File: config.mk
export PLATFORM = sky130hd
export DESIGN_NAME = tsa_thermometer_scratchpad_alarm
export DESIGN_NICKNAME = d
export VERILOG_FILES = /design/src/include/tsa_pkg.sv /design/src/tsa_nv_store.sv /design/src/tsa_thermometer_scratchpad_alarm.sv
export VERILOG_INCLUDE_DIRS = /design/src /design/src/include
export SDC_FILE = /design/constraint.sdc
export NUM_CORES = 1
export LEC_CHECK = 0
export BUFFER_PORTS_ARGS = -buffer_cell sky130_fd_sc_hd__buf_2
export CAP_MARGIN = 20
export CELL_PAD_IN_SITES_DETAIL_PLACEMENT = 0
export CELL_PAD_IN_SITES_GLOBAL_PLACEMENT = 1
export CORE_AREA = 2 2 196 121
export DETAILED_ROUTE_END_ITERATION = 12
export DIE_AREA = 0 0 198 123
export GPL_ROUTABILITY_DRIVEN = 0
export PLACE_DENSITY_LB_ADDON = 0.1
export SETUP_SLACK_MARGIN = 0.3
export SKIP_LAST_GASP = 1
export SLEW_MARGIN = 10
export SYNTH_ARGS = -nofsm -noshare
export SYNTH_HDL_FRONTEND = slang
export SYNTH_HIERARCHICAL = 1
export SYNTH_SLANG_ARGS = --single-unit
File: constraint.sdc
create_clock -name core_clk -period 11.2 [get_ports core_clk]
set_input_delay 2.24 -clock core_clk [delete_from_list [all_inputs] [get_ports core_clk]]
set_output_delay 2.24 -clock core_clk [all_outputs]
set_load 0.03 [all_outputs]
File: src/include/tsa_consts.svh
// Constants for the thermometer scratchpad and alarm block
`ifndef TSA_CONSTS_SVH
`define TSA_CONSTS_SVH

// Function and search command codes
`define TSA_CMD_CONVERT 8'h44
`define TSA_CMD_COPY 8'h48
`define TSA_CMD_READ_PWR 8'hb4
`define TSA_CMD_RECALL 8'hb8
`define TSA_CMD_WRITE_PAD 8'h4e
`define TSA_CMD_READ_PAD 8'hbe
`define TSA_CMD_ALARM_SEARCH 8'hec

// Scratchpad byte offsets
`define TSA_OFS_TEMP_LO 4'h0
`define TSA_OFS_TEMP_HI 4'h1
`define TSA_OFS_UPPER 4'h2
`define TSA_OFS_LOWER 4'h3
`define TSA_OFS_CFG 4'h4
`define TSA_OFS_RSVD_A 4'h5
`define TSA_OFS_RSVD_B 4'h6
`define TSA_OFS_RSVD_C 4'h7
`define TSA_OFS_CRC 4'h8
`define TSA_PAD_BYTES 9
`define TSA_PAD_BITS 7'h48

// Field positions and fixed reserved values
`define TSA_CFG_RES_LSB 5
`define TSA_CFG_RES_MSB 6
`define TSA_CMP_LSB 4
`define TSA_CMP_MSB 11
`define TSA_RSVD_BYTE 8'hff
`define TSA_CFG_RSVD_LO 5'h1f
`define TSA_CFG_RSVD_HI 1'b1

// Reset values and CRC polynomial
`define TSA_TEMP_RESET 16'h0550
`define TSA_UPPER_DEFAULT 8'h7f
`define TSA_LOWER_DEFAULT 8'h80
`define TSA_RES_DEFAULT 2'h3
`define TSA_CRC_POLY 8'h8c

// Nonvolatile word addresses
`define TSA_NV_UPPER 2'h0
`define TSA_NV_LOWER 2'h1
`define TSA_NV_CFG 2'h2
`define TSA_NV_WORDS 3

// Timing
`define TSA_CLK_MHZ 100
`define TSA_T_CONV_MS 750
`define TSA_T_NVWR_MS 10
`define TSA_CONV_CYCLES (`TSA_T_CONV_MS * 1000 * `TSA_CLK_MHZ)
`define TSA_NVWR_CYCLES (`TSA_T_NVWR_MS * 1000 * `TSA_CLK_MHZ)

`endif

File: src/include/tsa_pkg.sv
// Types for the thermometer scratchpad and alarm block
package tsa_pkg;

    typedef enum logic [2:0] {
        ST_BOOT,
        ST_IDLE,
        ST_RECALL,
        ST_CONV,
        ST_COPY
    } tsa_state_e;

    typedef enum logic [1:0] {
        RD_NONE,
        RD_PAD,
        RD_POWER,
        RD_STATUS
    } tsa_rd_e;

endpackage : tsa_pkg

File: src/tsa_nv_store.sv
// Nonvolatile store for limits and configuration
`timescale 1ns/1ps
`include "tsa_consts.svh"
module tsa_nv_store (
    // Clock and reset
    input wire logic core_clk,
    input wire logic reset_n,
    // Write port
    input wire logic we,
    input wire logic [1:0] waddr,
    input wire logic [7:0] wdata,
    // Read port
    input wire logic [1:0] raddr,
    output logic [7:0] rdata
);
    logic [7:0] mem [0:`TSA_NV_WORDS-1];
    logic [7:0] next_mem [0:`TSA_NV_WORDS-1];
    logic [7:0] next_rdata;

    always_comb begin
        for (int i = 0; i < `TSA_NV_WORDS; i++) begin
            next_mem[i] = mem[i];
        end
        if (we && waddr < 2'h3) begin
            next_mem[waddr] = wdata;
        end
        next_rdata = (raddr < 2'h3) ? mem[raddr] : 8'h00;
    end

    always_ff @(posedge core_clk or negedge reset_n) begin
        if (!reset_n) begin
            mem[`TSA_NV_UPPER] <= `TSA_UPPER_DEFAULT;
            mem[`TSA_NV_LOWER] <= `TSA_LOWER_DEFAULT;
            mem[`TSA_NV_CFG] <= {`TSA_CFG_RSVD_HI, `TSA_RES_DEFAULT, `TSA_CFG_RSVD_LO};
            rdata <= 8'h00;
        end else begin
            for (int i = 0; i < `TSA_NV_WORDS; i++) begin
                mem[i] <= next_mem[i];
            end
            rdata <= next_rdata;
        end
    end
endmodule : tsa_nv_store

File: src/tsa_thermometer_scratchpad_alarm.sv
// Scratchpad, alarm, nonvolatile and identity logic of the thermometer
`timescale 1ns/1ps
`include "tsa_consts.svh"
module tsa_thermometer_scratchpad_alarm #(
    parameter int unsigned CONV_CYCLES = `TSA_CONV_CYCLES,
    parameter int unsigned NVWR_CYCLES = `TSA_NVWR_CYCLES,
    // Arbitrary value
    parameter logic [7:0] FAMILY_CODE = 8'h5a,
    // Arbitrary value
    parameter logic [47:0] SERIAL_NUMBER = 48'h0123_4567_89ab
) (
    // Clock and reset
    input wire logic core_clk,
    input wire logic reset_n,
    // Commands from the line framer
    input wire logic cmd_valid,
    input wire logic [7:0] cmd_code,
    // Buffer-load data bytes
    input wire logic wr_valid,
    input wire logic [7:0] wr_byte,
    // Read time slots
    input wire logic slot_req,
    output logic slot_ack,
    output logic slot_bit,
    // Converter sample
    input wire logic [15:0] temp_sample,
    // Supply sense pin
    input wire logic vdd_sense,
    // Status
    output logic alarm_flag,
    output logic search_join,
    output logic busy,
    output logic parasite_mode,
    output logic [63:0] rom_code
);

    ////////////////////////////////////////////////////////////////////////
    // Declarations

    tsa_pkg::tsa_state_e st, next_st;
    tsa_pkg::tsa_rd_e rd_mode, next_rd_mode;
    logic [31:0] tmr, next_tmr;
    logic [6:0] bit_idx, next_bit_idx;
    logic [1:0] wr_idx, next_wr_idx;
    logic [15:0] temp, next_temp;
    logic [7:0] upper_alarm_limit, next_upper_alarm_limit;
    logic [7:0] lower_alarm_limit, next_lower_alarm_limit;
    logic resolution_sel_high, next_resolution_sel_high;
    logic resolution_sel_low, next_resolution_sel_low;
    logic next_alarm_flag, next_search_join, next_busy;
    logic next_slot_ack, next_slot_bit;
    logic [7:0] crc_byte, next_crc_byte;
    logic [63:0] next_rom_code;
    logic vdd_meta, vdd_sync, next_parasite_mode;
    logic [7:0] pad [0:`TSA_PAD_BYTES-1];
    logic [71:0] pad_bits;
    logic [31:0] conv_lim;
    logic conv_end, cmd_take, wr_take;
    logic nv_we;
    logic [1:0] nv_waddr, nv_raddr;
    logic [7:0] nv_wdata, nv_rdata;

    ////////////////////////////////////////////////////////////////////////
    // Helpers

    function automatic logic [7:0] tsa_crc8(input logic [63:0] d, input int n);
        logic [7:0] c;
        logic fb;
        c = 8'h00;
        for (int i = 0; i < 64; i++) begin
            if (i < n) begin
                fb = c[0] ^ d[i];
                c = {1'b0, c[7:1]};
                if (fb) begin
                    c = c ^ `TSA_CRC_POLY;
                end
            end
        end
        return c;
    endfunction : tsa_crc8

    function automatic logic tsa_alarm(input logic [15:0] t, input logic [7:0] hi,
                                       input logic [7:0] lo);
        logic signed [7:0] s;
        s = signed'(t[`TSA_CMP_MSB:`TSA_CMP_LSB]);
        return (s <= signed'(lo)) || (s > signed'(hi));
    endfunction : tsa_alarm

    ////////////////////////////////////////////////////////////////////////
    // Scratchpad image

    always_comb begin
        pad[`TSA_OFS_TEMP_LO] = temp[7:0];
        pad[`TSA_OFS_TEMP_HI] = temp[15:8];
        pad[`TSA_OFS_UPPER] = upper_alarm_limit;
        pad[`TSA_OFS_LOWER] = lower_alarm_limit;
        pad[`TSA_OFS_CFG] = {`TSA_CFG_RSVD_HI, resolution_sel_high, resolution_sel_low,
                             `TSA_CFG_RSVD_LO};
        pad[`TSA_OFS_RSVD_A] = `TSA_RSVD_BYTE;
        pad[`TSA_OFS_RSVD_B] = `TSA_RSVD_BYTE;
        pad[`TSA_OFS_RSVD_C] = `TSA_RSVD_BYTE;
        pad[`TSA_OFS_CRC] = crc_byte;
    end

    for (genvar g = 0; g < `TSA_PAD_BYTES; g++) begin : g_pad
        assign pad_bits[g*8 +: 8] = pad[g];
    end

    ////////////////////////////////////////////////////////////////////////
    // Control decode

    assign conv_lim = 32'(CONV_CYCLES) >> (2'h3 - {resolution_sel_high, resolution_sel_low});
    assign conv_end = (st == tsa_pkg::ST_CONV) && (tmr == conv_lim - 32'h1);
    assign cmd_take = cmd_valid && (st == tsa_pkg::ST_IDLE);
    assign wr_take = wr_valid && (st == tsa_pkg::ST_IDLE) && (wr_idx != 2'h3);
    assign nv_we = (st == tsa_pkg::ST_COPY) && (tmr < 32'h3);
    assign nv_waddr = tmr[1:0];
    assign nv_wdata = pad[4'(tmr[1:0]) + `TSA_OFS_UPPER];
    assign nv_raddr = (tmr[1:0] == 2'h3) ? `TSA_NV_UPPER : tmr[1:0];

    tsa_nv_store u_nv (
        .core_clk(core_clk),
        .reset_n(reset_n),
        .we(nv_we),
        .waddr(nv_waddr),
        .wdata(nv_wdata),
        .raddr(nv_raddr),
        .rdata(nv_rdata)
    );

    ////////////////////////////////////////////////////////////////////////
    // Control state

    always_comb begin
        next_st = st;
        next_rd_mode = rd_mode;
        next_tmr = tmr;
        next_bit_idx = bit_idx;
        next_wr_idx = wr_idx;
        next_temp = temp;
        next_upper_alarm_limit = upper_alarm_limit;
        next_lower_alarm_limit = lower_alarm_limit;
        next_resolution_sel_high = resolution_sel_high;
        next_resolution_sel_low = resolution_sel_low;
        next_alarm_flag = alarm_flag;
        next_search_join = search_join;
        next_slot_ack = 1'b0;
        next_slot_bit = slot_bit;
        unique case (st)
            tsa_pkg::ST_BOOT, tsa_pkg::ST_RECALL: begin
                next_tmr = tmr + 32'h1;
                unique case (tmr[1:0])
                    2'h0: ;
                    2'h1: next_upper_alarm_limit = nv_rdata;
                    2'h2: next_lower_alarm_limit = nv_rdata;
                    2'h3: begin
                        next_resolution_sel_high = nv_rdata[`TSA_CFG_RES_MSB];
                        next_resolution_sel_low = nv_rdata[`TSA_CFG_RES_LSB];
                        next_st = tsa_pkg::ST_IDLE;
                        next_tmr = 32'h0;
                    end
                endcase
            end
            tsa_pkg::ST_CONV: begin
                next_tmr = tmr + 32'h1;
                if (conv_end) begin
                    next_temp = temp_sample;
                    next_alarm_flag = tsa_alarm(temp_sample, upper_alarm_limit,
                                                lower_alarm_limit);
                    next_st = tsa_pkg::ST_IDLE;
                    next_tmr = 32'h0;
                end
            end
            tsa_pkg::ST_COPY: begin
                next_tmr = tmr + 32'h1;
                if (tmr == 32'(NVWR_CYCLES) - 32'h1) begin
                    next_st = tsa_pkg::ST_IDLE;
                    next_tmr = 32'h0;
                end
            end
            tsa_pkg::ST_IDLE: begin
                if (cmd_take) begin
                    next_rd_mode = tsa_pkg::RD_NONE;
                    next_wr_idx = 2'h3;
                    next_search_join = 1'b0;
                    unique case (cmd_code)
                        `TSA_CMD_CONVERT: begin
                            next_st = tsa_pkg::ST_CONV;
                            next_rd_mode = tsa_pkg::RD_STATUS;
                        end
                        `TSA_CMD_COPY: next_st = tsa_pkg::ST_COPY;
                        `TSA_CMD_RECALL: begin
                            next_st = tsa_pkg::ST_RECALL;
                            next_rd_mode = tsa_pkg::RD_STATUS;
                        end
                        `TSA_CMD_READ_PAD: begin
                            next_rd_mode = tsa_pkg::RD_PAD;
                            next_bit_idx = 7'h0;
                        end
                        `TSA_CMD_READ_PWR: next_rd_mode = tsa_pkg::RD_POWER;
                        `TSA_CMD_WRITE_PAD: next_wr_idx = 2'h0;
                        `TSA_CMD_ALARM_SEARCH: next_search_join = alarm_flag;
                        default: ;
                    endcase
                end else if (wr_take) begin
                    next_wr_idx = wr_idx + 2'h1;
                    unique case (wr_idx)
                        2'h0: next_upper_alarm_limit = wr_byte;
                        2'h1: next_lower_alarm_limit = wr_byte;
                        2'h2: begin
                            next_resolution_sel_high = wr_byte[`TSA_CFG_RES_MSB];
                            next_resolution_sel_low = wr_byte[`TSA_CFG_RES_LSB];
                        end
                        2'h3: ;
                    endcase
                end
            end
            default: next_st = tsa_pkg::ST_IDLE;
        endcase
        if (slot_req) begin
            next_slot_ack = 1'b1;
            unique case (rd_mode)
                tsa_pkg::RD_PAD: begin
                    next_slot_bit = (bit_idx < `TSA_PAD_BITS) ? pad_bits[bit_idx] : 1'b1;
                    if (bit_idx < `TSA_PAD_BITS) begin
                        next_bit_idx = bit_idx + 7'h1;
                    end
                end
                tsa_pkg::RD_POWER: next_slot_bit = !parasite_mode;
                tsa_pkg::RD_STATUS: next_slot_bit = (st == tsa_pkg::ST_IDLE);
                tsa_pkg::RD_NONE: next_slot_bit = 1'b1;
            endcase
        end
        next_busy = (next_st != tsa_pkg::ST_IDLE);
    end

    always_ff @(posedge core_clk or negedge reset_n) begin
        if (!reset_n) begin
            st <= tsa_pkg::ST_BOOT;
            rd_mode <= tsa_pkg::RD_NONE;
            tmr <= 32'h0;
            bit_idx <= 7'h0;
            wr_idx <= 2'h3;
            temp <= `TSA_TEMP_RESET;
            upper_alarm_limit <= `TSA_UPPER_DEFAULT;
            lower_alarm_limit <= `TSA_LOWER_DEFAULT;
            resolution_sel_high <= 1'(`TSA_RES_DEFAULT >> 1);
            resolution_sel_low <= 1'(`TSA_RES_DEFAULT & 2'h1);
            alarm_flag <= 1'b0;
            search_join <= 1'b0;
            slot_ack <= 1'b0;
            slot_bit <= 1'b1;
            busy <= 1'b1;
        end else begin
            st <= next_st;
            rd_mode <= next_rd_mode;
            tmr <= next_tmr;
            bit_idx <= next_bit_idx;
            wr_idx <= next_wr_idx;
            temp <= next_temp;
            upper_alarm_limit <= next_upper_alarm_limit;
            lower_alarm_limit <= next_lower_alarm_limit;
            resolution_sel_high <= next_resolution_sel_high;
            resolution_sel_low <= next_resolution_sel_low;
            alarm_flag <= next_alarm_flag;
            search_join <= next_search_join;
            slot_ack <= next_slot_ack;
            slot_bit <= next_slot_bit;
            busy <= next_busy;
        end
    end

    ////////////////////////////////////////////////////////////////////////
    // Identity code, scratchpad CRC and supply sense

    always_comb begin
        next_crc_byte = tsa_crc8(pad_bits[63:0], 64);
        next_rom_code = {tsa_crc8({8'h00, SERIAL_NUMBER, FAMILY_CODE}, 56),
                         SERIAL_NUMBER, FAMILY_CODE};
        next_parasite_mode = !vdd_sync;
    end

    always_ff @(posedge core_clk or negedge reset_n) begin
        if (!reset_n) begin
            crc_byte <= 8'h00;
            rom_code <= 64'h0;
            vdd_meta <= 1'b1;
            vdd_sync <= 1'b1;
            parasite_mode <= 1'b0;
        end else begin
            crc_byte <= next_crc_byte;
            rom_code <= next_rom_code;
            vdd_meta <= vdd_sense;
            vdd_sync <= vdd_meta;
            parasite_mode <= next_parasite_mode;
        end
    end
endmodule : tsa_thermometer_scratchpad_alarm

==> metrics.cfg <==
[clock_tree]
post_cts_resized=0
clockBufferDepth=2
numCtsBuffers=17
post_cts_buffers=0
cts.sinks=129
clkTransAtPathRegs_ns=0.07
ctsRootBufferMaster=clkbuf_16
cts_tree=done
htreeDepth=4
insertion_delay_ns=0.44
ctsHoldBuffers=0

[timing]
hold-worst-slack_ns=0.360
rsz0062_at_grt=false
tightest_slew_ns=0.939
skew_ns=0.0145
period_share=0.419
slew_headroom=0.374
final-setup-viol-count=0
period_minus_slack_ns=4.69
tns_ns=0
setup_ws_ns=6.51
hold_violations=0
fmax_ghz=0.213
slew_viol_final=0

[cells_and_area]
antenna_cells=0
nFillCells=2183
drive_gt1_frac=0.254
final_nets=968
multi_input_area_um2=4970
area_growth_pct=10.8
layout.cells.non_filler=1225
regArea_um2=3270

[route]
routedWlPerCell_um=19.3
vias=6517
postRouteAntennaNets=0
vias_per_cell=5.32
finalWirelength_um=23600
first_pass_iters=7
drt-initial-drc-count=508
drc=0

[worst_hold_path]
min_path_type=reg2reg

[power]
p_switching_mw=1.48
p_per_area_nw_per_um2=379
p_seq_frac=0.196
switching_share=0.399
leakage_nw=4.32
ir_drop_v=0.000357
internal_power_mw=2.23
finalPower_mw=3.72
combPwrFrac=0.646
pwr-share-clk=0.158

[global_route]
grt_pass1_wl_um=36700
overflow=0
antenna_found_initial=0
grt_pass1_vias=6084
grt_max_degree=74
grt_use_total=0.203

[job]
drv_cap=0

[floorplanning]
dieHeight_um=123
rows=43
start_util=0.391
fp.dieW_um=198
io_pins=108
die-area_um2=24400
design.core.area_um2=22700

[synth]
ys_seq_area_frac=0.370
synth-async-reset-ratio=1.00
yosys_register_bits=129
yosysWarnings=6
synth_flop_cell=dfrtp_1
avgSynthCellArea_um2=10.3
synth_edf_count=0
synthesis.area_um2=8850
ys_types=64
synthCells=860

[critical_path]
critical_path_class=reg2reg
end_kind=flop
worstPathMaxFanout=25
critPathArrivalTime_ns=5.00
cp-start-kind=flop
required_ns=11.51

[placed_design]
dp.cells=1191
pre_cts_ws_ns=6.62
hpwlAfterDp_um=17700
portBuffers=73

[outcome]
status=complete, no violations

## layout make-up
class,count,area share
Sequential cell,129,0.334
Multi-Input combinational cell,635,0.507
Clock inverter,14,0.0181
Inverter,33,0.0126
Timing Repair Buffer,81,0.0440
Clock buffer,18,0.0438
Tap cell,315,0.0402
## cells in the mapped netlist, drive strengths merged (3+ instances only)
master   count  area [µm²]
o211ai      10        75.1
nor2b        5        31.3
nand4       12        75.1
inv         33         124
o31ai       11        82.6
nor4        11        68.8
nand4b       4        35.0
o21a         9        67.6
o21ai       54         270
nand2b      17         106
nand3       18        90.1
nand2       47         176
nor2        50         188
ha          33         413
dfrtp       93        2330
dfstp       36         946
a21oi       34         170
clkbuf      29         109
mux2        40         450
xnor2       77         840
nand3b       4        37.5
xnor3       10         230
o31a         3        26.3
a22oi        4        30.0
a21o         3        22.5
and2         4        25.0
nor3        15        80.1
and3        15        93.8
o2bb2ai      8        70.1
o41ai        8        70.1
buf         67         492
mux2i       20         200
mux4        12         274
xor2        24         255
or3          3        18.8
a31oi       15        93.8
## state kept, by name, indices dropped and copies added, names as in the netlist, 3 cells and up
name,cells
u_nv/mem,24
tmr,32
st,3
crc_byte,8
temp,16
u_nv/rdata,8
lower_alarm_limit,8
bit_idx,7
upper_alarm_limit,8
## cell usage in the layout, fill, tap and decap left out, drive strengths merged, types with 20 or more instances in the layout
cell type | Yosys | routed
xor2 | 24 | 24
nand2 | 47 | 47
a21oi | 34 | 34
o21ai | 54 | 54
inv | 33 | 37
dfstp | 36 | 36
mux2 | 40 | 40
dfrtp | 93 | 93
conb | 2 | 35
nor2 | 50 | 50
mux2i | 20 | 20
ha | 33 | 33
xnor2 | 77 | 77
buf | 67 | 81
## stage by stage
step,area [µm²],utilization
6_report,9800,0.433
5_1_grt,9800,0.433
4_1_cts,9790,0.432
3_5_place_dp,9180,0.405
3_3_place_gp,9180,0.405
2_1_floorplan,8970,-
## critical path: stages (launching register included)
cell,delay [ns]
dfrtp_1,0.93
ha_1,0.49
nand3_1,0.13
nor4_1,0.28
nand4b_1,0.14
nor4_1,0.56
o31a_1,0.76
o31a_1,0.83
nor2_1,0.20
a21oi_1,0.19
a31oi_1,0.05
## power by group through the flow
stage / combinational, mW / sequential [mW] / clock, mW
floorplan: 2.12 / 0.666 / 0
global placement: 2.38 / 0.734 / 0
detailed placement: 2.43 / 0.737 / 0
CTS: 2.44 / 0.729 / 0.602
global route: 2.62 / 0.742 / 0.626
finish: 2.40 / 0.730 / 0.587
## cells by family after synthesis
kind of cell	synth area share
xor gates and xnor gates	0.150
muxes	0.104
other	0.000849
and+or+nand+nor	0.126
buffers and inverters	0.0819
adders and majority gates	0.0467
AOI/OAI and AO/OA	0.120
DFF	0.370
## worst paths after layout
path / startpoint / end / slack [ns] / cells past startpoint
worst max-delay path: tmr[0] / tmr[25] / 6.51 / 10
worst min-delay path: vdd_meta / vdd_sync / 0.36 / 0
worst max register to register: tmr[0] / tmr[25] / 6.51 / 10
worst min register to register: vdd_meta / vdd_sync / 0.36 / 0
max in group asynchronous: reset_n / bit_idx[2] / 8.06 / 2
min in group asynchronous: reset_n / u_nv/mem[8] / 1.78 / 1
## per-layer routing
metal  up-vias  GRT usage  share of wire
met5         -          0              0
met4         0     0.0592          0.011
met3        19     0.0510          0.072
met2       249      0.259           0.38
met1      3223      0.325           0.53
li1       3026          -              -
No activity file was read; power rests on OpenSTA's default activity.
